[src/logic/sub_swap_consts.vh]
// Constants for the subtract-with-borrow and nibble-swap execution unit
`ifndef SUB_SWAP_CONSTS_VH
`define SUB_SWAP_CONSTS_VH

// Opcode high six bits, instruction word bits 15:10
`define OPC_SUB_BORROW   6'h16
`define OPC_NIBBLE_SWAP  6'h0e
`define OPC_HI           15
`define OPC_LO           10
`define BIT_DEST         9
`define BIT_BANKED       8

// File address field and nibble positions
`define F_HI             7
`define F_LO             0
`define NIB_HIGH_TOP     7
`define NIB_HIGH_BOT     4
`define NIB_LOW_TOP      3
`define NIB_LOW_BOT      0

// Positions in the staged status word
`define FLAG_CARRY       4
`define FLAG_DIGIT       3
`define FLAG_OVER        2
`define FLAG_ZERO        1
`define FLAG_NEG         0

// Access bank split and indexed literal offset limit
`define IDX_LIMIT        8'h5f
`define ACC_LOW_BANK     4'h0
`define ACC_SFR_BANK     4'hf

// Phase codes within one instruction cycle
`define PH_DECODE        2'h0
`define PH_READ          2'h1
`define PH_PROCESS       2'h2
`define PH_WRITE         2'h3
`define PH_STEP          2'h1

// Reset values
`define W_RST            8'h00
`define ADDR_RST         12'h000
`define BYTE_RST         8'h00
`define FLAGS_RST        5'h00

`endif

[src/logic/sub_swap_exec.v]
// Execution unit for subtract-with-borrow and nibble-swap file instructions
// Behaviour
// - Result is file minus working minus inverted carry
// - Subtract result to working if dest 0, else file
// - Extended set, access bank, f<=95: indexed offset
// - Swap puts low nibble high, high nibble low
// - Swap result to working if dest 0, else file
// - Subtract sets zero flag on zero result
// - Subtract sets negative flag from result bit 7
`default_nettype none
`include "sub_swap_consts.vh"

module sub_swap_exec (
    // Clock and reset
    input  wire        clk,
    input  wire        resetn,
    // Instruction from the fetch stage, sampled in the decode phase
    input  wire [15:0] instr,
    input  wire        instr_valid,
    // Addressing context
    input  wire        ext_set_en,
    input  wire [3:0]  bank_select_register,
    input  wire [11:0] index_base,
    // Direct working register and carry loads from the core
    input  wire        w_load,
    input  wire [7:0]  w_load_data,
    input  wire        carry_load,
    input  wire        carry_load_data,
    // Data memory
    output reg  [11:0] mem_addr_q,
    input  wire [7:0]  mem_rd_data,
    output reg         mem_wr_en_q,
    output reg  [7:0]  mem_wr_data_q,
    // Architectural state
    output reg  [7:0]  w_q,
    output reg         carry_q,
    output reg         digit_carry_q,
    output reg         overflow_q,
    output reg         zero_q,
    output reg         negative_q,
    // Cycle phase and completion
    output reg  [1:0]  phase_q,
    output reg         done_q
);

    reg        active_q;
    reg        is_sub_q;
    reg        dest_file_q;
    reg  [7:0] operand_q;
    reg  [7:0] result_q;
    reg  [4:0] flags_q;
    reg  [11:0] addr_d;
    reg        is_sub_d;
    reg        is_swap_d;

    // Phase codes of the instruction cycle
    // Binary codes, counted through in order
    localparam [1:0] PH_DEC  = `PH_DECODE;
    localparam [1:0] PH_RD   = `PH_READ;
    localparam [1:0] PH_PROC = `PH_PROCESS;
    localparam [1:0] PH_WR   = `PH_WRITE;

    // Fields of the instruction word
    wire [5:0] opcode_f;
    wire       dest_f;
    wire       banked_f;
    wire [7:0] file_f;
    wire       low_file;
    wire       accept;
    wire       commit;

    wire [7:0] sub_diff;
    wire       sub_c;
    wire       sub_dig;
    wire       sub_ovf;
    wire       sub_z;
    wire       sub_n;
    wire [7:0] swapped;

    // Split the word once so decode and address agree on the fields
    assign opcode_f = instr[`OPC_HI:`OPC_LO];
    assign dest_f   = instr[`BIT_DEST];
    assign banked_f = instr[`BIT_BANKED];
    assign file_f   = instr[`F_HI:`F_LO];

    // Only the low part of the access bank can be index relative
    assign low_file = (file_f <= `IDX_LIMIT);
    // Unknown opcodes and empty slots are not taken
    assign accept   = instr_valid && (is_sub_d || is_swap_d);
    // Results land only at the write edge of a taken instruction
    assign commit   = (phase_q == PH_WR) && active_q;

    // Opcode match and effective address for the word on the fetch bus
    always @* begin
        is_sub_d  = (opcode_f == `OPC_SUB_BORROW);
        is_swap_d = (opcode_f == `OPC_NIBBLE_SWAP);
        if (banked_f) begin
            // Bank select register supplies the upper address bits
            addr_d = {bank_select_register, file_f};
        end else if (ext_set_en && low_file) begin
            // Wraps inside the data space rather than faulting
            addr_d = index_base + {4'h0, file_f};
        end else if (low_file) begin
            // Access bank, low half maps to bank zero
            addr_d = {`ACC_LOW_BANK, file_f};
        end else begin
            // Access bank, high half maps to the special function bank
            addr_d = {`ACC_SFR_BANK, file_f};
        end
    end

    // Arithmetic kept apart so its flags can be checked alone
    borrow_subtractor u_sub (
        .file_val         (operand_q),
        .w_val            (w_q),
        .carry_in         (carry_q),
        .diff             (sub_diff),
        .carry_out        (sub_c),
        .digit_carry_flag (sub_dig),
        .overflow_flag    (sub_ovf),
        .zero_out         (sub_z),
        .negative_out     (sub_n)
    );

    // Nibble exchange; no flag path, so a swap cannot disturb status
    assign swapped = {operand_q[`NIB_LOW_TOP:`NIB_LOW_BOT],
                      operand_q[`NIB_HIGH_TOP:`NIB_HIGH_BOT]};

    // Free-running phase counter: decode, read, process, write
    // Wraps from write back to decode, so instructions run back to back
    always @(posedge clk or negedge resetn) begin
        if (!resetn) begin
            phase_q <= PH_DEC;
        end else begin
            phase_q <= phase_q + `PH_STEP;
        end
    end

    // Instruction sequencing through the four phases
    always @(posedge clk or negedge resetn) begin
        if (!resetn) begin
            active_q      <= 1'b0;
            is_sub_q      <= 1'b0;
            dest_file_q   <= 1'b0;
            operand_q     <= `BYTE_RST;
            result_q      <= `BYTE_RST;
            flags_q       <= `FLAGS_RST;
            mem_addr_q    <= `ADDR_RST;
            mem_wr_en_q   <= 1'b0;
            mem_wr_data_q <= `BYTE_RST;
            done_q        <= 1'b0;
        end else begin
            mem_wr_en_q <= 1'b0;
            done_q      <= 1'b0;
            case (phase_q)
                PH_DEC: begin
                    // Unknown opcodes leave the unit idle for the cycle
                    active_q    <= accept;
                    is_sub_q    <= is_sub_d;
                    dest_file_q <= dest_f;
                    mem_addr_q  <= addr_d;
                end
                PH_RD: begin
                    // Memory must answer within this phase; no wait states
                    operand_q <= mem_rd_data;
                end
                PH_PROC: begin
                    // Flags staged for both; only a subtract commits them
                    result_q <= is_sub_q ? sub_diff : swapped;
                    flags_q  <= {sub_c, sub_dig, sub_ovf, sub_z, sub_n};
                end
                PH_WR: begin
                    // File write and done strobe each last one cycle
                    if (commit && dest_file_q) begin
                        mem_wr_en_q   <= 1'b1;
                        mem_wr_data_q <= result_q;
                    end
                    done_q   <= commit;
                    active_q <= 1'b0;
                end
                default: begin
                    active_q <= 1'b0;
                end
            endcase
        end
    end

    // Working register; the instruction write beats a core load
    always @(posedge clk or negedge resetn) begin
        if (!resetn) begin
            w_q <= `W_RST;
        end else begin
            if (commit && !dest_file_q) begin
                w_q <= result_q;
            end else if (w_load) begin
                // Core loads fill the cycles between instruction writes
                w_q <= w_load_data;
            end
        end
    end

    // Status flags; a subtract at the write edge beats a carry load
    always @(posedge clk or negedge resetn) begin
        if (!resetn) begin
            carry_q       <= 1'b0;
            digit_carry_q <= 1'b0;
            overflow_q    <= 1'b0;
            zero_q        <= 1'b0;
            negative_q    <= 1'b0;
        end else begin
            if (commit && is_sub_q) begin
                // Swap never reaches here, so it keeps every flag
                carry_q       <= flags_q[`FLAG_CARRY];
                digit_carry_q <= flags_q[`FLAG_DIGIT];
                overflow_q    <= flags_q[`FLAG_OVER];
                zero_q        <= flags_q[`FLAG_ZERO];
                negative_q    <= flags_q[`FLAG_NEG];
            end else if (carry_load) begin
                carry_q <= carry_load_data;
            end
        end
    end

endmodule // sub_swap_exec

`default_nettype wire

[src/logic/borrow_subtractor.v]
// Subtract with borrow arithmetic and its status flags
`default_nettype none

module borrow_subtractor (
    // Operands
    input  wire [7:0] file_val,
    input  wire [7:0] w_val,
    input  wire       carry_in,
    // Result and flags
    output wire [7:0] diff,
    output wire       carry_out,
    output wire       digit_carry_flag,
    output wire       overflow_flag,
    output wire       zero_out,
    output wire       negative_out
);

    wire [8:0] sum_full;
    wire [4:0] sum_low;

    // Adding the complement keeps carry meaning no borrow
    assign sum_full = {1'b0, file_val} + {1'b0, ~w_val} + {8'h00, carry_in};
    assign sum_low  = {1'b0, file_val[3:0]} + {1'b0, ~w_val[3:0]} + {4'h0, carry_in};
    assign diff             = sum_full[7:0];
    assign carry_out        = sum_full[8];
    assign digit_carry_flag = sum_low[4];
    // Signs differ and result sign left the minuend
    assign overflow_flag    = (file_val[7] ^ w_val[7]) & (sum_full[7] ^ file_val[7]);
    assign zero_out         = (sum_full[7:0] == 8'h00);
    assign negative_out     = sum_full[7];

endmodule // borrow_subtractor

`default_nettype wire

[config.mk]
export PLATFORM = sky130hd
export DESIGN_NAME = sub_swap_exec
export DESIGN_NICKNAME = d
export VERILOG_FILES = /design/src/logic/sub_swap_exec.v /design/src/logic/borrow_subtractor.v
export VERILOG_INCLUDE_DIRS = /design/src /design/src/logic
export SDC_FILE = /design/constraint.sdc
export NUM_CORES = 1
export LEC_CHECK = 0
export BUFFER_PORTS_ARGS = -buffer_cell sky130_fd_sc_hd__clkbuf_2
export CAP_MARGIN = 10
export CORE_UTILIZATION = 53
export CTS_CLUSTER_SIZE = 30
export DETAILED_ROUTE_END_ITERATION = 10
export GPL_ROUTABILITY_DRIVEN = 1
export GPL_TIMING_DRIVEN = 0
export PLACE_DENSITY = 0.78
export SLEW_MARGIN = 20
export SYNTH_ARGS = -nofsm -noshare
export SYNTH_HDL_FRONTEND = slang
export SYNTH_HIERARCHICAL = 1
export SYNTH_SLANG_ARGS = --single-unit
[constraint.sdc]
create_clock -name clk -period 2.5 [get_ports clk]
set_input_delay 0.5 -clock clk [delete_from_list [all_inputs] [get_ports clk]]
set_output_delay 0.5 -clock clk [all_outputs]
set_load 0.03 [all_outputs]
==> results of run 1 <==
layout make-up:
| cell class | instances | area [um2] | area share [%] |
|---|---|---|---|
| Multi-Input combinational cell | 239 | 1809 | 42.24 |
| Sequential cell | 61 | 1526 | 35.64 |
| Timing Repair Buffer | 91 | 473.0 | 11.04 |
| Clock buffer | 10 | 127.6 | 2.980 |
| Clock inverter | 6 | 111.4 | 2.600 |
| Tap cell | 77 | 96.34 | 2.249 |
| Inverter | 21 | 78.83 | 1.840 |
| Buffer | 13 | 60.06 | 1.402 |
sequential cells by signal, indices dropped and copies added, names as in the netlist, 2 cells and up:
register,count
flags_q,5
mem_addr_q,12
mem_wr_data_q,8
operand_q,8
phase_q,2
result_q,8
w_q,8
stage by stage:
| step | setup slack, ps | hold slack (ps) |
|---|---|---|
| after detailed placement | -5.291 | 469.9 |
| after global placement | 56.52 | 456.9 |
| after floorplan | 29.75 | 204.4 |
| after CTS | 40.93 | 99.09 |
| final | 34.93 | 97.79 |
| after global routing | -107.4 | 112.4 |
worst max path at each step:
stage                             from    endpoint
final                     operand_q[5]  flags_q[1]
after floorplan                 w_q[0]  flags_q[1]
after CTS                 operand_q[0]  flags_q[1]
after detailed placement  operand_q[0]  flags_q[1]
after global routing            w_q[0]  flags_q[1]
after global placement          w_q[0]  flags_q[1]
synthesized netlist by cell type (5+ instances only):
cell type                  instances
sky130_fd_sc_hd__o21a_1            6
sky130_fd_sc_hd__inv_1            21
sky130_fd_sc_hd__mux2_2           26
sky130_fd_sc_hd__xor2_1            6
sky130_fd_sc_hd__nor3_1            7
sky130_fd_sc_hd__mux2i_1          20
sky130_fd_sc_hd__o21ai_0          13
sky130_fd_sc_hd__buf_2             5
sky130_fd_sc_hd__dfrtp_1          61
sky130_fd_sc_hd__a21oi_1          32
sky130_fd_sc_hd__nor2_1           31
sky130_fd_sc_hd__clkbuf_1          6
sky130_fd_sc_hd__nand2_1          13
sky130_fd_sc_hd__ha_1             19
cell families after synthesis:
logic type	count (synthesis)	synth area share [%]
compound gates	82	15.24
simple gates	79	11.50
flops	61	43.96
mux	46	14.20
buf+inv	34	4.000
fa+ha+maj	22	8.577
xor+xnor	10	2.522
where the power goes:
group,total [mW],internal [mW],switching [mW]
Sequential,1.10,1.05,0.0505
Clock,1.05,0.662,0.392
Combinational,0.573,0.242,0.331
worst max-delay path: cells and delay by family, from the launching register on:
family,cells,cell delay (ps)
simple gates,1,330
fa+ha+maj,1,380
mux,1,200
compound gates,4,1090
flops,1,400
repair_timing:
| item | in CTS | in global routing |
|---|---|---|
| hold buffers | 0 | 0 |
| pin swaps | 0 | 0 |
| cloned | 0 | 0 |
| endpoints found under the setup margin | 1 | 1 |
| resized for setup | 1 | 0 |
per-layer routing:
metal  wire length (um)  part of all wire (%)
met4                245                   3.2
met5                  0                     0
met3                485                   6.3
met2               3500                    45
met1               3485                    45
==> out/qor.txt, run 1 <==
GRT
-------------------------------------------------------------------------------------
Number of antenna violations at the first check in global routing ......            0
Number of global-route vias before repair ..............................         2864
Global-route wire length before repair .................................     13210 um
Met2 global-route usage ................................................       38.08%
GR Layer Usage met3 ....................................................       6.660%
Overall global routing resource usage ..................................       24.24%
Aggregate global routing overflow ......................................            0
Busiest layer in global routing ........................................         met2
GR met1 Demand/Resource ................................................       31.01%
Maximum number of pins on one net before global-route repair ...........           37

DETAILED ROUTING
-------------------------------------------------------------------------------------
Residual antenna-violating net count after detailed routing ............            0
Via count ..............................................................         2877
Post-Route WL ..........................................................      7716 um
DRT iter0 DRCs .........................................................          116
Number of detailed-route iterations in the first pass ..................            4
Post-route DRC .........................................................            0
Routed length per placed instance ......................................     14.90 um
Post-detailed-route via-to-cell ratio ..................................        5.554

FLOORPLAN
-------------------------------------------------------------------------------------
Number of I/O pins .....................................................           92
Total core area ........................................................     6350 um2
Starting utilization of the core area ..................................       54.68%
Die Y-Extent ...........................................................     82.94 um
Number of core rows ....................................................           29
Chip width .............................................................     82.94 um
Total Die Area .........................................................     6879 um2

POWER
-------------------------------------------------------------------------------------
Leakage power figure ...................................................     2.140 nW
Overall power of the completed layout ..................................     2.731 mW
Cell area power density ................................................ 637.7 nW/um2
Max rail drop VDD ......................................................    0.4348 mV

PLACED DESIGN
-------------------------------------------------------------------------------------
Post-placement cell area ...............................................     4041 um2
Number of buffer cells added on primary ports ..........................           90
Post-DP HPWL ...........................................................      6042 um
Number of placed instances with taps included ..........................          502
Weighted congestion at the end of routability-driven global placement ..       0.8724

FINISH
-------------------------------------------------------------------------------------
Net count, final .......................................................          513
Most frequent standard cell in the layout excluding fill and tap cells . sky130_fd_sc_hd__clkbuf_2
Share of cells above drive strength 1 ..................................       33.56%
Post-Layout Cell Count .................................................          518
Inserted Diodes ........................................................            0
Leading cell types in the layout, fill and taps excluded ............... sky130_fd_sc_hd__clkbuf_2 (90), sky130_fd_sc_hd__dfrtp_1 (61), sky130_fd_sc_hd__a21oi_1 (32)
Final standard cell utilization of the core ............................       67.45%
Fin area ...............................................................     4283 um2
Synthesis-to-finish area growth ........................................       23.35%
Total of fill cells in the finished design .............................          524

CTS
-------------------------------------------------------------------------------------
Clock Tree Root ........................................................ sky130_fd_sc_hd__clkbuf_8
Maximum root-to-sink buffer count ......................................            2
Latest clock arrival within the worst-skew pair ........................       340 ps
Number of H-tree levels ................................................            3
TritonCTS clock tree ...................................................        built
TritonCTS buffer count .................................................            9
Setup Buffers After CTS ................................................            0
CTS clock-pin slew for the worst setup and hold paths ..................        70 ps
CTS sink cnt ...........................................................           61

RUN
-------------------------------------------------------------------------------------
Max-cap violation count ................................................            0

SYNTHESIS
-------------------------------------------------------------------------------------
Count of cell types in the netlist .....................................           55
EDFF count, synth ......................................................            0
Flip-flop and latch count after synthesis ..............................           61
Number of warnings reported in the yosys synthesis log .................            6
Number of nets produced by synthesis ...................................          411
Proportion of synthesized flip-flops having asynchronous set or reset ..       100.0%
Synth area leaders ..................................................... sky130_fd_sc_hd__dfrtp_1 (44%), sky130_fd_sc_hd__mux2_2 (8.4%), sky130_fd_sc_hd__ha_1 (6.8%)
Dominant cell type by area after synthesis ............................. sky130_fd_sc_hd__dfrtp_1
Combined area of all synthesized cells .................................     3472 um2
Post-synthesis cell count ..............................................          334
Average size of a mapped cell ..........................................    10.40 um2
Portion of synthesized cell area occupied by the leading cell type .....       43.96%
Share of the yosys chip area belonging to registers ....................       43.96%
Most frequently used flop master after synthesis ....................... sky130_fd_sc_hd__dfrtp_1

TIMING
-------------------------------------------------------------------------------------
Maximum clock frequency ................................................    405.7 MHz
Total Neg Setup Slack ..................................................         0 ps
Worst Max-Slew Pin Slew ................................................     570.2 ps
Final worst path period need ...........................................      2465 ps
Count of pins over their slew limit ....................................            0
Number of endpoints failing setup at the final stage ...................            0
Fraction of the cycle the final worst path needs .......................       98.60%
Clock tree skew after final layout .....................................     7.357 ps
Unrepaired setup endpoints after global routing ........................         true
Worst slew slack as a fraction of its limit ............................       61.99%
Final Hold Fails .......................................................            0

WORST SETUP PATH
-------------------------------------------------------------------------------------
Critical register-to-register path startpoint .......................... operand_q[5]
Startpoint class of the critical path ..................................    flip-flop
Max stage delay on crit path ...........................................       400 ps
Worst path cell trace .................................................. ha_1 > a21o_1 > a31o_1 > a221o_1 > a211o_1 > nor4_2 > mux2_2
Kind of end point of the critical path .................................    flip-flop
Worst-path fanout max ..................................................            5
Slack of the worst reg-to-reg path .....................................        30 ps
FF-to-FF End ...........................................................   flags_q[1]
Cell with the largest stage delay on the worst path .................... sky130_fd_sc_hd__dfrtp_1
Number of cell instances on the worst register-to-register path ........            7
Req. time, crit path ...................................................      2780 ps
Crit path arrival time .................................................      2750 ps
Setup CP Type .......................................................... flip-flop to flip-flop

MIN PATH
-------------------------------------------------------------------------------------
Kind of path behind the tightest hold check ............................ input pin to async pin

OUTCOME
-------------------------------------------------------------------------------------
Status .................................................................    completed

Power figures use the tool's default switching activity.
==> run 2: changes to the inputs <==
ABC_AREA = 1   (was not set)
==> out/qor.txt, run 2 <==
OUTCOME
-------------------------------------------------------------------------------------
Status .................................................................    completed

SYNTHESIS
-------------------------------------------------------------------------------------
Most used standard cells in the synthesized netlist .................... sky130_fd_sc_hd__nand2_1 (96), sky130_fd_sc_hd__inv_1 (66), sky130_fd_sc_hd__dfrtp_1 (61), sky130_fd_sc_hd__nand3_1 (40), sky130_fd_sc_hd__nor2_1 (35)
Average size of a mapped cell ..........................................    7.903 um2
EDFF count, synth ......................................................            0
Most frequently used flop master after synthesis ....................... sky130_fd_sc_hd__dfrtp_1
Synth area leaders ..................................................... sky130_fd_sc_hd__dfrtp_1 (42%), sky130_fd_sc_hd__nand2_1 (9.9%), sky130_fd_sc_hd__inv_1 (6.8%)
Flip-flop and latch count after synthesis ..............................           61
Count of cell types in the netlist .....................................           32
Proportion of synthesized flip-flops having asynchronous set or reset ..       100.0%
Most frequent cell after synthesis ..................................... sky130_fd_sc_hd__nand2_1
Share of the yosys chip area belonging to registers ....................       41.81%
Dominant cell type by area after synthesis ............................. sky130_fd_sc_hd__dfrtp_1
Post-synthesis cell count ..............................................          462
Portion of synthesized cell area occupied by the leading cell type .....       41.81%
Combined area of all synthesized cells .................................     3651 um2
Number of warnings reported in the yosys synthesis log .................            6
Number of nets produced by synthesis ...................................          539

FLOORPLAN
-------------------------------------------------------------------------------------
Starting utilization of the core area ..................................       56.21%
Number of I/O pins .....................................................           92
Total core area ........................................................     6495 um2
Number of core rows ....................................................           29
Total Die Area .........................................................     7225 um2
Die Y-Extent ...........................................................        85 um
Chip width .............................................................        85 um

WORST SETUP PATH
-------------------------------------------------------------------------------------
Worst Setup EP .........................................................   flags_q[4]
Setup CP Type .......................................................... flip-flop to flip-flop
Number of cell instances on the worst register-to-register path ........           13
Req. time, crit path ...................................................      2720 ps
Crit path arrival time .................................................      2360 ps
Timing startpoint of the critical path ................................. operand_q[0]
Slack of the worst reg-to-reg path .....................................       360 ps
Worst-path fanout max ..................................................            3
FF-to-FF End ...........................................................   flags_q[4]
Startpoint class of the critical path ..................................    flip-flop
Kind of end point of the critical path .................................    flip-flop
Critical register-to-register path startpoint .......................... operand_q[0]

DETAILED ROUTING
-------------------------------------------------------------------------------------
Residual antenna-violating net count after detailed routing ............            0
Routed length per placed instance ......................................     13.66 um
Number of detailed-route iterations in the first pass ..................            5
Post-Route WL ..........................................................      8822 um
Via count ..............................................................         3431
Post-detailed-route via-to-cell ratio ..................................        5.311
DRT iter0 DRCs .........................................................          197
Post-route DRC .........................................................            0

GRT
-------------------------------------------------------------------------------------
GR Layer Usage met3 ....................................................       4.280%
Met2 global-route usage ................................................       42.67%
Number of antenna violations at the first check in global routing ......            0
Number of global-route vias before repair ..............................         3175
Maximum number of pins on one net before global-route repair ...........           32
GR met1 Demand/Resource ................................................       35.50%
Global-route wire length before repair .................................     14660 um
Overall global routing resource usage ..................................       26.10%
Busiest layer in global routing ........................................         met2
Aggregate global routing overflow ......................................            0

FINISH
-------------------------------------------------------------------------------------
Net count, final .......................................................          641
Leading cell types in the layout, fill and taps excluded ............... sky130_fd_sc_hd__nand2_1 (96), sky130_fd_sc_hd__clkbuf_2 (89), sky130_fd_sc_hd__inv_1 (66)
Synthesis-to-finish area growth ........................................       22.17%
Fin area ...............................................................     4461 um2
Final standard cell utilization of the core ............................       68.68%
Most frequent standard cell in the layout excluding fill and tap cells . sky130_fd_sc_hd__nand2_1
Register ranked first by flip-flop count ...............................   mem_addr_q
Total of fill cells in the finished design .............................          535
Share of cells above drive strength 1 ..................................       26.54%
Flip-flop and latch area ...............................................     1526 um2
Area of the multi-input gates ..........................................     1793 um2
Max FFs per register ...................................................           12
Inserted Diodes ........................................................            0

POWER
-------------------------------------------------------------------------------------
Max rail drop VDD ......................................................    0.4192 mV
Leakage power figure ...................................................     2.405 nW
Cell area power density ................................................ 615.6 nW/um2
Overall power of the completed layout ..................................     2.746 mW

CTS
-------------------------------------------------------------------------------------
Setup Buffers After CTS ................................................            0
Number of H-tree levels ................................................            3
Latest clock arrival within the worst-skew pair ........................       340 ps
CTS clock-pin slew for the worst setup and hold paths ..................        70 ps
CTS sink cnt ...........................................................           61
Clock Tree Root ........................................................ sky130_fd_sc_hd__clkbuf_8
Maximum root-to-sink buffer count ......................................            2
TritonCTS clock tree ...................................................        built
Resize count post-CTS ..................................................            0
TritonCTS buffer count .................................................            9
Post-CTS Hold Buffers ..................................................            0

RUN
-------------------------------------------------------------------------------------
Max-cap violation count ................................................            0

PLACED DESIGN
-------------------------------------------------------------------------------------
Post-placement cell area ...............................................     4220 um2
Weighted congestion at the end of routability-driven global placement ..       0.8826
Post-DP HPWL ...........................................................      7010 um
Number of buffer cells added on primary ports ..........................           90

TIMING
-------------------------------------------------------------------------------------
Worst Max-Slew Pin Slew ................................................     470.5 ps
Fraction of the cycle the final worst path needs .......................       85.57%
Clock tree skew after final layout .....................................     11.67 ps
Unrepaired setup endpoints after global routing ........................        false
Final worst path period need ...........................................      2139 ps
Count of pins over their slew limit ....................................            0
Maximum clock frequency ................................................    467.5 MHz
Final Hold Fails .......................................................            0
Total Neg Setup Slack ..................................................         0 ps
Number of endpoints failing setup at the final stage ...................            0
Worst slew slack as a fraction of its limit ............................       68.63%

MIN PATH
-------------------------------------------------------------------------------------
Kind of path behind the tightest hold check ............................ input pin to async pin

run 2: critical path, stage by stage, from the launching register on:
cell and delay, ps:
sky130_fd_sc_hd__dfrtp_1 430, sky130_fd_sc_hd__fa_1 480, sky130_fd_sc_hd__inv_1 90, sky130_fd_sc_hd__fa_1 190
sky130_fd_sc_hd__inv_1 70, sky130_fd_sc_hd__nand2_1 60, sky130_fd_sc_hd__nand2_1 50, sky130_fd_sc_hd__nand3_1 90
sky130_fd_sc_hd__nand2_1 60, sky130_fd_sc_hd__nand2_1 80, sky130_fd_sc_hd__nand2_1 70, sky130_fd_sc_hd__nand2_1 70
sky130_fd_sc_hd__nand2_1 50, sky130_fd_sc_hd__mux2_2 250
run 2: power by group:
part	switching (mW)	internal (mW)
clock network	0.378	0.689
logic	0.375	0.211
registers	0.0430	1.05
run 2: stage by stage:
| step | std cells | hold WS (ps) | setup WS (ps) |
|---|---|---|---|
| floorplan | 462 | 204.4 | 380.4 |
| global placement | 629 | 465.8 | 437.0 |
| detailed placement | 630 | 474.0 | 368.6 |
| CTS | 646 | 131.7 | 364.3 |
| global route | 646 | 144.3 | 208.9 |
| finish | 646 | 118.6 | 360.9 |
run 2: final cells by class:
cell class	count	area share, %
Tap cell	77	2.160
Buffer	10	1.122
Clock inverter	4	2.132
Multi-Input combinational cell	316	40.20
Sequential cell	61	34.22
Clock buffer	12	3.254
Inverter	75	6.311
Timing Repair Buffer	91	10.60
run 2: worst min path at each step:
stage,end,slack [ps],cells after the start
after floorplan,active_q,200,0
after global placement,carry_q,470,2
after detailed placement,carry_q,470,2
after CTS,active_q,130,1
after global routing,phase_q[1],140,1
final,active_q,120,1
run 2: kinds of logic (layout without fill, tap and decap cells):
family	count (synthesis)	after routing	share of synthesized area [%]
and+or+nand+nor	202	202	24.85
muxes	10	10	3.050
AOI/OAI and AO/OA	78	78	12.10
xor gates and xnor gates	4	4	0.9595
buffers and inverters	85	192	9.081
adders and majority gates	22	22	8.156
DFF	61	61	41.81
run 2: per-layer routing:
metal | part of all wire [%] | vias up
li1 | - | 1703
met1 | 45 | 1593
met2 | 47 | 125
met3 | 6.0 | 10
met4 | 1.3 | 0
met5 | 0 | -
